--- src/common/imrx_defines.svh ---
// Purpose: Offsets, fields, reset values and fetch timing of the receive
//          message buffer read side.
// Assumes: Register index times four is the AHB byte address.
// Notes:   Definitions only.
`ifndef IMRX_DEFINES_SVH
`define IMRX_DEFINES_SVH

// Register word indices
`define IMRX_IDX_DATA_HI    30'h0000_0096
`define IMRX_IDX_DATA_LO    30'h0000_0097
`define IMRX_IDX_CTRL       30'h0000_0099
`define IMRX_IDX_AUX        30'h0000_009a
`define IMRX_IDX_STAT       30'h0000_009b

// Control register fields and reset
`define IMRX_CTRL_RST       3'h0
`define IMRX_CTRL_BYPASS    0
`define IMRX_CTRL_CRCREV    1
`define IMRX_CTRL_FAST      2
`define IMRX_CTRL_W         3

// Status register write field
`define IMRX_SYNC_BIT       0

// Fetch time in system clock cycles, fast read removes one
`define IMRX_SYNC_FETCH_CYC 3'h5
`define IMRX_LOW_FETCH_CYC  3'h4

// Buffer shape
`define IMRX_MSG_MAX        4'h8
`define IMRX_LAST_WORD      3'h7

`define IMRX_HRESP_OKAY     1'h0

`endif

--- src/common/imrx_pkg.sv ---
// Purpose: Types of the receive message buffer read side.
// Assumes: Nothing.
// Notes:   Constants live in imrx_defines.svh.
package imrx_pkg;

    typedef enum logic [1:0] {
        IMRX_F_IDLE = 2'h0,
        IMRX_F_SYNC = 2'h1,
        IMRX_F_READ = 2'h2
    } imrx_fetch_t;

endpackage

--- src/hw/imrx_mem.sv ---
// Purpose: Message buffer RAM, one write and one registered read port.
// Assumes: Single clock.
// Notes:   Disabled RAM holds its read data.
`timescale 1ns/1ns
`default_nettype none

module imrx_mem #(
    parameter int WIDTH = 32,
    parameter int DEPTH = 64,
    parameter int AW    = 6
) (
    input  wire logic             clk,
    input  wire logic             en,
    input  wire logic             we,
    input  wire logic [AW-1:0]    waddr,
    input  wire logic [WIDTH-1:0] wdata,
    input  wire logic [AW-1:0]    raddr,
    output logic      [WIDTH-1:0] rdata
);

    logic [WIDTH-1:0] mem [DEPTH];

    always_ff @(posedge clk) begin
        if (en && we) begin
            mem[waddr] <= wdata;
        end
        if (en) begin
            rdata <= mem[raddr];
        end
    end

endmodule

`default_nettype wire

--- src/hw/imrx_top.sv ---
// Purpose: Receive message buffer read side with AHB-Lite register access.
// Assumes: Deframer on hclk gives words, then a done pulse with header.
// Notes:   One wait state on every bus access.
`timescale 1ns/1ns
`default_nettype none

module imrx_top
    import imrx_pkg::*;
#(
    parameter int WIDTH = 32,
    parameter int DEPTH = 64
) (
    input  wire logic        hclk,
    input  wire logic        hresetn,
    input  wire logic        hsel,
    input  wire logic [31:0] haddr,
    input  wire logic [1:0]  htrans,
    input  wire logic        hwrite,
    input  wire logic [2:0]  hsize,
    input  wire logic [31:0] hwdata,
    input  wire logic        hready,
    output logic             hreadyout,
    output logic [31:0]      hrdata,
    output logic             hresp,
    input  wire logic        rx_word_valid,
    input  wire logic [31:0] rx_word,
    input  wire logic        rx_msg_done,
    input  wire logic [7:0]  rx_hdr_aux,
    input  wire logic [1:0]  rx_hdr_link,
    input  wire logic [1:0]  rx_hdr_page,
    input  wire logic [2:0]  rx_hdr_user,
    input  wire logic [15:0] rx_crc_recv,
    input  wire logic [15:0] rx_crc_calc,
    input  wire logic        working_inband_channel_sel,
    output logic             user_bit_output_pin,
    output logic             ingress_mem_switch_page,
    output logic             egress_mem_switch_page
);

`include "imrx_defines.svh"

    function automatic logic [15:0] bit_rev(input logic [15:0] v);
        logic [15:0] r;
        r = 16'h0000;
        for (int i = 0; i < 16; i++) begin
            r[i] = v[15-i];
        end
        return r;
    endfunction

    ////////////////////////////////////////////////////////////////////////
    // Bus slave
    logic                      pend_r,  pend_nxt;
    logic                      wr_r,    wr_nxt;
    logic [29:0]               idx_r,   idx_nxt;
    logic                      rdy_r,   rdy_nxt;
    logic [31:0]               read_word_r,  read_word_nxt;
    logic [`IMRX_CTRL_W-1:0]   ctrl_r,  ctrl_nxt;
    logic                      sync_req;
    logic                      rd_lo;
    logic                      bypass;
    logic                      fast;
    logic                      hdr_upd_r;
    logic                      status_valid;
    logic [15:0]               stat_word;

    // Receive and read state, declared here for the read mux
    logic [3:0]  level_r,   level_nxt;
    logic [31:0] data_r,    data_nxt;
    logic        busy_r,    busy_nxt;
    logic        sdone_r,   sdone_nxt;
    logic        crc_hd_r,  crc_hd_nxt;
    logic        hdr_err_r, hdr_err_nxt;
    logic [7:0]  aux_r,     aux_nxt;
    logic [1:0]  link_r,    link_nxt;
    logic [1:0]  page_r,    page_nxt;
    logic [2:0]  user_r,    user_nxt;

    assign bypass       = ctrl_r[`IMRX_CTRL_BYPASS];
    assign fast         = ctrl_r[`IMRX_CTRL_FAST];
    assign status_valid = ~hdr_upd_r;
    assign sync_req     = pend_r && wr_r && idx_r == `IMRX_IDX_STAT
                          && hwdata[`IMRX_SYNC_BIT];
    assign rd_lo        = pend_r && !wr_r && idx_r == `IMRX_IDX_DATA_LO;
    assign stat_word    = {status_valid, link_r, page_r, user_r, crc_hd_r,
                           hdr_err_r, level_r, busy_r, sdone_r};

    always_comb begin
        pend_nxt = pend_r;
        wr_nxt   = wr_r;
        idx_nxt  = idx_r;
        rdy_nxt  = rdy_r;
        read_word_nxt = read_word_r;
        ctrl_nxt = ctrl_r;
        if (pend_r) begin
            pend_nxt = 1'b0;
            rdy_nxt  = 1'b1;
            read_word_nxt = 32'h0000_0000;
            if (wr_r) begin
                if (idx_r == `IMRX_IDX_CTRL) begin
                    ctrl_nxt = hwdata[`IMRX_CTRL_W-1:0];
                end
            end else if (idx_r == `IMRX_IDX_DATA_HI) begin
                read_word_nxt = {16'h0000, data_r[31:16]};
            end else if (idx_r == `IMRX_IDX_DATA_LO) begin
                read_word_nxt = {16'h0000, data_r[15:0]};
            end else if (idx_r == `IMRX_IDX_CTRL) begin
                read_word_nxt = {29'h0000_0000, ctrl_r};
            end else if (idx_r == `IMRX_IDX_AUX) begin
                read_word_nxt = {16'h0000, status_valid, 7'h00, aux_r};
            end else if (idx_r == `IMRX_IDX_STAT) begin
                read_word_nxt = {16'h0000, stat_word};
            end
        end else if (hsel && htrans[1] && hready) begin
            pend_nxt = 1'b1;
            rdy_nxt  = 1'b0;
            wr_nxt   = hwrite;
            idx_nxt  = haddr[31:2];
        end
    end

    always_ff @(posedge hclk or negedge hresetn) begin
        if (!hresetn) begin
            pend_r <= 1'b0;
            wr_r   <= 1'b0;
            idx_r  <= 30'h0000_0000;
            rdy_r  <= 1'b1;
            read_word_r <= 32'h0000_0000;
            ctrl_r <= `IMRX_CTRL_RST;
            hresp  <= `IMRX_HRESP_OKAY;
        end else begin
            pend_r <= pend_nxt;
            wr_r   <= wr_nxt;
            idx_r  <= idx_nxt;
            rdy_r  <= rdy_nxt;
            read_word_r <= read_word_nxt;
            ctrl_r <= ctrl_nxt;
            hresp  <= `IMRX_HRESP_OKAY;
        end
    end

    assign hreadyout = rdy_r;
    assign hrdata    = read_word_r;

    ////////////////////////////////////////////////////////////////////////
    // Message reception
    logic [2:0] wslot_r,  wslot_nxt;
    logic [2:0] wcnt_r,   wcnt_nxt;
    logic [7:0] serr_r,   serr_nxt;
    logic       upd_nxt;
    logic       usr_pin_nxt, ing_nxt, egr_nxt;
    logic       crc_bad;
    logic       mem_we;
    logic       lvl_inc;
    logic       lvl_dec;

    assign crc_bad = (ctrl_r[`IMRX_CTRL_CRCREV] ? bit_rev(rx_crc_calc)
                      : rx_crc_calc) != rx_crc_recv;
    assign mem_we  = rx_word_valid && !bypass
                     && level_r != `IMRX_MSG_MAX;

    always_comb begin
        wslot_nxt   = wslot_r;
        wcnt_nxt    = wcnt_r;
        serr_nxt    = serr_r;
        hdr_err_nxt = hdr_err_r;
        aux_nxt     = aux_r;
        link_nxt    = link_r;
        page_nxt    = page_r;
        user_nxt    = user_r;
        upd_nxt     = 1'b0;
        lvl_inc     = 1'b0;
        usr_pin_nxt = user_bit_output_pin;
        ing_nxt     = ingress_mem_switch_page;
        egr_nxt     = egress_mem_switch_page;
        if (mem_we) begin
            wcnt_nxt = wcnt_r + 3'h1;
        end
        if (rx_msg_done && !bypass) begin
            wcnt_nxt    = 3'h0;
            hdr_err_nxt = crc_bad;
            if (!crc_bad) begin
                aux_nxt  = rx_hdr_aux;
                link_nxt = rx_hdr_link;
                page_nxt = rx_hdr_page;
                user_nxt = rx_hdr_user;
                upd_nxt  = 1'b1;
            end
            if (level_r != `IMRX_MSG_MAX) begin
                serr_nxt[wslot_r] = crc_bad;
                wslot_nxt         = wslot_r + 3'h1;
                lvl_inc           = 1'b1;
            end
        end
        if (working_inband_channel_sel) begin
            usr_pin_nxt = user_r[2];
            ing_nxt     = page_r[1];
            egr_nxt     = page_r[0];
        end
        level_nxt = level_r + {3'h0, lvl_inc} - {3'h0, lvl_dec};
    end

    always_ff @(posedge hclk or negedge hresetn) begin
        if (!hresetn) begin
            wslot_r                 <= 3'h0;
            wcnt_r                  <= 3'h0;
            serr_r                  <= 8'h00;
            hdr_err_r               <= 1'b0;
            aux_r                   <= 8'h00;
            link_r                  <= 2'h0;
            page_r                  <= 2'h0;
            user_r                  <= 3'h0;
            hdr_upd_r               <= 1'b0;
            level_r                 <= 4'h0;
            user_bit_output_pin     <= 1'b0;
            ingress_mem_switch_page <= 1'b0;
            egress_mem_switch_page  <= 1'b0;
        end else begin
            wslot_r                 <= wslot_nxt;
            wcnt_r                  <= wcnt_nxt;
            serr_r                  <= serr_nxt;
            hdr_err_r               <= hdr_err_nxt;
            aux_r                   <= aux_nxt;
            link_r                  <= link_nxt;
            page_r                  <= page_nxt;
            user_r                  <= user_nxt;
            hdr_upd_r               <= upd_nxt;
            level_r                 <= level_nxt;
            user_bit_output_pin     <= usr_pin_nxt;
            ingress_mem_switch_page <= ing_nxt;
            egress_mem_switch_page  <= egr_nxt;
        end
    end

    ////////////////////////////////////////////////////////////////////////
    // Read pointer and prefetch
    imrx_fetch_t st_r,     st_nxt;
    logic [2:0]  rslot_r,  rslot_nxt;
    logic [2:0]  rword_r,  rword_nxt;
    logic        touch_r,  touch_nxt;
    logic        skip_r,   skip_nxt;
    logic [2:0]  cnt_r,    cnt_nxt;
    logic        adv;
    logic [31:0] mem_rdata;

    assign adv = (touch_r || skip_r) && level_r != 4'h0;

    always_comb begin
        st_nxt     = st_r;
        rslot_nxt  = rslot_r;
        rword_nxt  = rword_r;
        touch_nxt  = touch_r;
        skip_nxt   = skip_r;
        cnt_nxt    = cnt_r;
        busy_nxt   = busy_r;
        sdone_nxt  = sdone_r;
        data_nxt   = data_r;
        crc_hd_nxt = crc_hd_r;
        lvl_dec    = 1'b0;
        case (st_r)
            IMRX_F_IDLE: begin
            end
            default: begin
                if (cnt_r == 3'h0) begin
                    data_nxt   = mem_rdata;
                    crc_hd_nxt = serr_r[rslot_r];
                    busy_nxt   = 1'b0;
                    st_nxt     = IMRX_F_IDLE;
                    if (st_r == IMRX_F_SYNC) begin
                        sdone_nxt = 1'b1;
                        skip_nxt  = 1'b1;
                    end
                end else begin
                    cnt_nxt = cnt_r - 3'h1;
                end
            end
        endcase
        if (sync_req) begin
            if (adv) begin
                rslot_nxt = rslot_r + 3'h1;
                lvl_dec   = 1'b1;
            end
            rword_nxt = 3'h0;
            touch_nxt = 1'b0;
            skip_nxt  = 1'b0;
            sdone_nxt = 1'b0;
            busy_nxt  = 1'b1;
            st_nxt    = IMRX_F_SYNC;
            cnt_nxt   = `IMRX_SYNC_FETCH_CYC - 3'h1 - {2'h0, fast};
        end else if (rd_lo) begin
            rword_nxt = rword_r + 3'h1;
            touch_nxt = 1'b1;
            skip_nxt  = 1'b0;
            if (rword_r == `IMRX_LAST_WORD && level_r != 4'h0) begin
                rslot_nxt = rslot_r + 3'h1;
                lvl_dec   = 1'b1;
                touch_nxt = 1'b0;
            end
            if (rword_r != `IMRX_LAST_WORD || level_r > 4'h1
                || lvl_inc) begin
                busy_nxt = 1'b1;
                st_nxt   = IMRX_F_READ;
                cnt_nxt  = `IMRX_LOW_FETCH_CYC - 3'h1 - {2'h0, fast};
            end
        end
    end

    always_ff @(posedge hclk or negedge hresetn) begin
        if (!hresetn) begin
            st_r     <= IMRX_F_IDLE;
            rslot_r  <= 3'h0;
            rword_r  <= 3'h0;
            touch_r  <= 1'b0;
            skip_r   <= 1'b0;
            cnt_r    <= 3'h0;
            busy_r   <= 1'b0;
            sdone_r  <= 1'b0;
            data_r   <= 32'h0000_0000;
            crc_hd_r <= 1'b0;
        end else begin
            st_r     <= st_nxt;
            rslot_r  <= rslot_nxt;
            rword_r  <= rword_nxt;
            touch_r  <= touch_nxt;
            skip_r   <= skip_nxt;
            cnt_r    <= cnt_nxt;
            busy_r   <= busy_nxt;
            sdone_r  <= sdone_nxt;
            data_r   <= data_nxt;
            crc_hd_r <= crc_hd_nxt;
        end
    end

    imrx_mem #(
        .WIDTH (WIDTH),
        .DEPTH (DEPTH),
        .AW    (6)
    ) u_mem (
        .clk   (hclk),
        .en    (!bypass),
        .we    (mem_we),
        .waddr ({wslot_r, wcnt_r}),
        .wdata (rx_word),
        .raddr ({rslot_r, rword_r}),
        .rdata (mem_rdata)
    );
endmodule

`default_nettype wire

--- config.mk ---
export PLATFORM = sky130hd
export DESIGN_NAME = imrx_top
export DESIGN_NICKNAME = d
export VERILOG_FILES = /design/src/common/imrx_pkg.sv /design/src/hw/imrx_mem.sv /design/src/hw/imrx_top.sv
export VERILOG_INCLUDE_DIRS = /design/src /design/src/common
export SDC_FILE = /design/constraint.sdc
export NUM_CORES = 2
export LEC_CHECK = 0
export ABC_AREA = 1
export BUFFER_PORTS_ARGS = -buffer_cell sky130_fd_sc_hd__buf_4
export CORE_ASPECT_RATIO = 2
export CORE_MARGIN = 4
export CORE_UTILIZATION = 36
export DETAILED_ROUTE_END_ITERATION = 8
export PLACE_DENSITY = 0.61
export SLEW_MARGIN = 10
export SYNTH_ARGS = -nofsm -noshare
export SYNTH_HDL_FRONTEND = slang
export SYNTH_SLANG_ARGS = --single-unit
--- constraint.sdc ---
create_clock -name hclk -period 3.99 [get_ports hclk]
set_input_delay 0.5985 -clock hclk [delete_from_list [all_inputs] [get_ports hclk]]
set_output_delay 0.5985 -clock hclk [all_outputs]
set_load 0.02 [all_outputs]
==> results.toml <==
[clock_network]
cts_made_buffers = 180
cts_hold_buf = 32
clock_sinks = 2218
path_clk_slew_ns = 0.07
cts_resized = 0
h-tree-depth = 4
cts_setup_buffers = 0
cts_tree = "yes"
clk_path_buf_depth = 4
clock_latency_ns = 0.87
cts_root_buf = "clkbuf_16"

[detailed_routing]
wirelength_microns = 265000
drt_iter0_markers = 6259
via_per_inst = 5.353
wire_per_inst_microns = 23.63
ant_nets = 0
vias = 60030
first_pass_iters = 6
drc = 0

[global_routing]
track_usage = 0.1991
grt_max_degree = 167
grt-ovfl-total = 0
grt_first_pass_wirelength_microns = 382700
grt_pass1_vias = 58830
antenna_found_initial = 32

[yosys]
async_flop_share = 0.06222
synth_flop_cell = "edfxtp_1"
syn_area_sq_um = 89710
syn_area_per_cell_sq_um = 11.75
synth_warnings = 0
ys_seq_elements = 2218
synth_cells = 7634
yosysSeqAreaShare = 0.7347
synth_edf_count = 2080
synth.distinct_cells = 40

[floorplanning]
die-area_sq_um = 257700
core_sq_um = 248600
die_h_microns = 714.0
ios = 193
start_util = 0.3609
num_rows = 259
fp.dieW_microns = 361.0

[sta]
fin_crit_ns = 3.534
worstMarginPinSlew_ns = 1.126
fin_skew_ns = 0.04999
finalHoldViolCount = 0
setup_viol_count_final = 0
clock.fmax_mhz = 283.0
fin_hold_ws_ns = 0.04019
slew_viol_final = 0
finalSetupTns_ns = 0
finalCritPeriodShare = 0.8857
rsz0062_at_grt = "false"
relSlewSlack = 0.2487
layout_setup_ws_ns = 0.4561

[place]
pre_cts_ws_ns = 0.6042
gp_congestion = 0.8926
dpl.hpwl_microns = 143900
placed_cell_area_sq_um = 95240
port_buffers = 140

[layout]
drive_above_1_share = 0.08565
final_nets = 7866
fillCellCount = 22760
postLayoutCellArea_sq_um = 101500
areaGrowthSynthToFinish_pct = 13.13

[setup_path]
slowest_stage = "dfrtp_4"
crit_path_end_kind = "register"
crit_chain = "inv_8 > buf_12 > buf_12 > nand2_1 > nand3_1 > nand3_1 > nand3_1 > nand3_1 > nand3_1 > and2_1"
crit_type = "reg -> reg"
path_max_fanout = 133
path_common_cell = "nand3_1"
critPathArrivalTime_ns = 4.25
crit_required_ns = 4.71
cp-start-kind = "register"
crit_path_max_incr_delay_ns = 0.66

[pwr]
finalPower_mw = 44.10
p_leak_nw = 35.69
p_per_area_nw_per_um2 = 434.6
ir_drop_mv = 0.2859

[min_path]
min_path_type = "in -> reg"

[job]
cap_violations = 0

[outcome]
run_status = "finished, final reports clean"
## sequential cells by signal (all words and copies together), names as in the netlist, 2 cells and up
register / count
serr_r: 8
cnt_r: 3
st_r: 2
u_mem.mem: 2048
hrdata: 16
link_r: 2
wcnt_r: 3
rword_r: 3
aux_r: 8
rslot_r: 3
page_r: 2
user_r: 3
data_r: 32
level_r: 4
ctrl_r: 3
u_mem.rdata: 32
idx_r: 30
wslot_r: 3
## metal layers
layer | share of wire | global-route usage | vias up | wire length, microns
li1 | - | - | 27090 | -
met1 | 0.35 | 0.2213 | 29840 | 93960
met2 | 0.52 | 0.3628 | 2502 | 137700
met3 | 0.062 | 0.02125 | 588 | 16370
met4 | 0.064 | 0.1256 | 10 | 16960
met5 | 0.00023 | 0 | - | 62
## layout make-up
cell class / instances / area, sq um / area share
well taps: 3262 / 4081 / 0.04022
clock buffers: 225 / 4778 / 0.04708
clock inverters: 96 / 858.3 / 0.008457
flip-flops and latches: 2218 / 65930 / 0.6497
repair buffers: 357 / 3314 / 0.03266
multi-input cells: 4845 / 21850 / 0.2153
inverters: 93 / 376.6 / 0.003711
diodes: 118 / 295.3 / 0.002910
## worst max-delay path, delay by kind of cell (launching register included)
kind | cells | cell delay, ns
flops | 1 | 0.66
simple gates | 7 | 1.15
buf+inv | 3 | 1.27
## final timing paths
| kind | start | end | slack, ns | depth (start not counted) |
|---|---|---|---|---|
| max | rword_r[0]$_DFFE_PN0P_ | u_mem.rdata[15]$_DFFE_PN_ | 0.46 | 10 |
| min | rx_hdr_page[0] | page_r[0]$_DFFE_PN0P_ | 0.04 | 3 |
| max reg2reg | rword_r[0]$_DFFE_PN0P_ | u_mem.rdata[15]$_DFFE_PN_ | 0.46 | 10 |
| min reg2reg | u_mem.rdata[11]$_DFFE_PN_ | data_r[11]$_DFFE_PN0P_ | 0.42 | 2 |
| max in group asynchronous | hresetn | rslot_r[0]$_DFFE_PN0P_ | 2.80 | 3 |
| min in group asynchronous | hresetn | aux_r[5]$_DFFE_PN0P_ | 0.27 | 2 |
## layout by cell type, fill, tap and decap left out, types with 42 or more instances in the layout
cell       synthesis  final
buf_4             20    280
o21ai_0           47     47
buf_12             0     44
dfrtp_1          137    132
clkbuf_16          0    183
clkinv_1           4     42
nand3_1         2051   2051
diode_2            0    118
edfxtp_1        2080   2080
nor2_1           114     48
nor2_4             3     68
inv_1             82     81
nand2_1         2456   2456
## synthesized netlist by cell type, types with 2 or more instances
cell type	n	share of area
o21a_1	2	0.00017
buf_6	3	0.00038
clkbuf_1	225	0.0094
o211ai_1	4	0.00033
inv_1	82	0.0034
xor2_1	9	0.00088
a21oi_1	24	0.0013
nand2_2	2	0.00014
o21ai_1	8	0.00045
nor2_2	3	0.00021
clkinv_1	4	0.00017
dfrtp_1	137	0.038
mux2_2	3	0.00038
buf_4	20	0.0017
nor2_1	114	0.0048
nand2_1	2456	0.10
and2_1	31	0.0022
nand3_1	2051	0.11
ha_1	14	0.0020
nor2_4	3	0.00038
edfxtp_1	2080	0.70
or2_2	5	0.00035
buf_2	158	0.0088
nand4_1	22	0.0015
buf_1	88	0.0037
nor3_1	11	0.00061
o21ai_0	47	0.0026
nand3b_1	9	0.00075
or2_1	2	0.00014
inv_2	7	0.00029
## per-stage QoR
stage | std cells | util
2_1_floorplan | 7650 | -
3_3_place_gp | 10740 | 0.3832
5_1_grt | 11210 | 0.4082
3_5_place_dp | 10740 | 0.3832
4_1_cts | 11100 | 0.4071
6_report | 11210 | 0.4083
## power by group
group / switching (mW) / internal (mW) / leakage [nW]
Clock: 8.12 / 9.43 / 2.76
Combinational: 0.681 / 0.223 / 12.5
Sequential: 0.0884 / 25.6 / 20.4
Total: 8.89 / 35.2 / 35.7
## logic make-up after synthesis
| group | synth area share |
|---|---|
| buffers and inverters | 0.02785 |
| other | 0.00004180 |
| multiplexers | 0.0003765 |
| AO/OA/AOI/OAI | 0.005132 |
| adder cells (fa/ha/maj) | 0.002176 |
| AND/OR/NAND/NOR | 0.2287 |
| XOR/XNOR | 0.0009763 |
| flip-flops | 0.7347 |
Note: power is estimated with default switching activity, not from simulation.
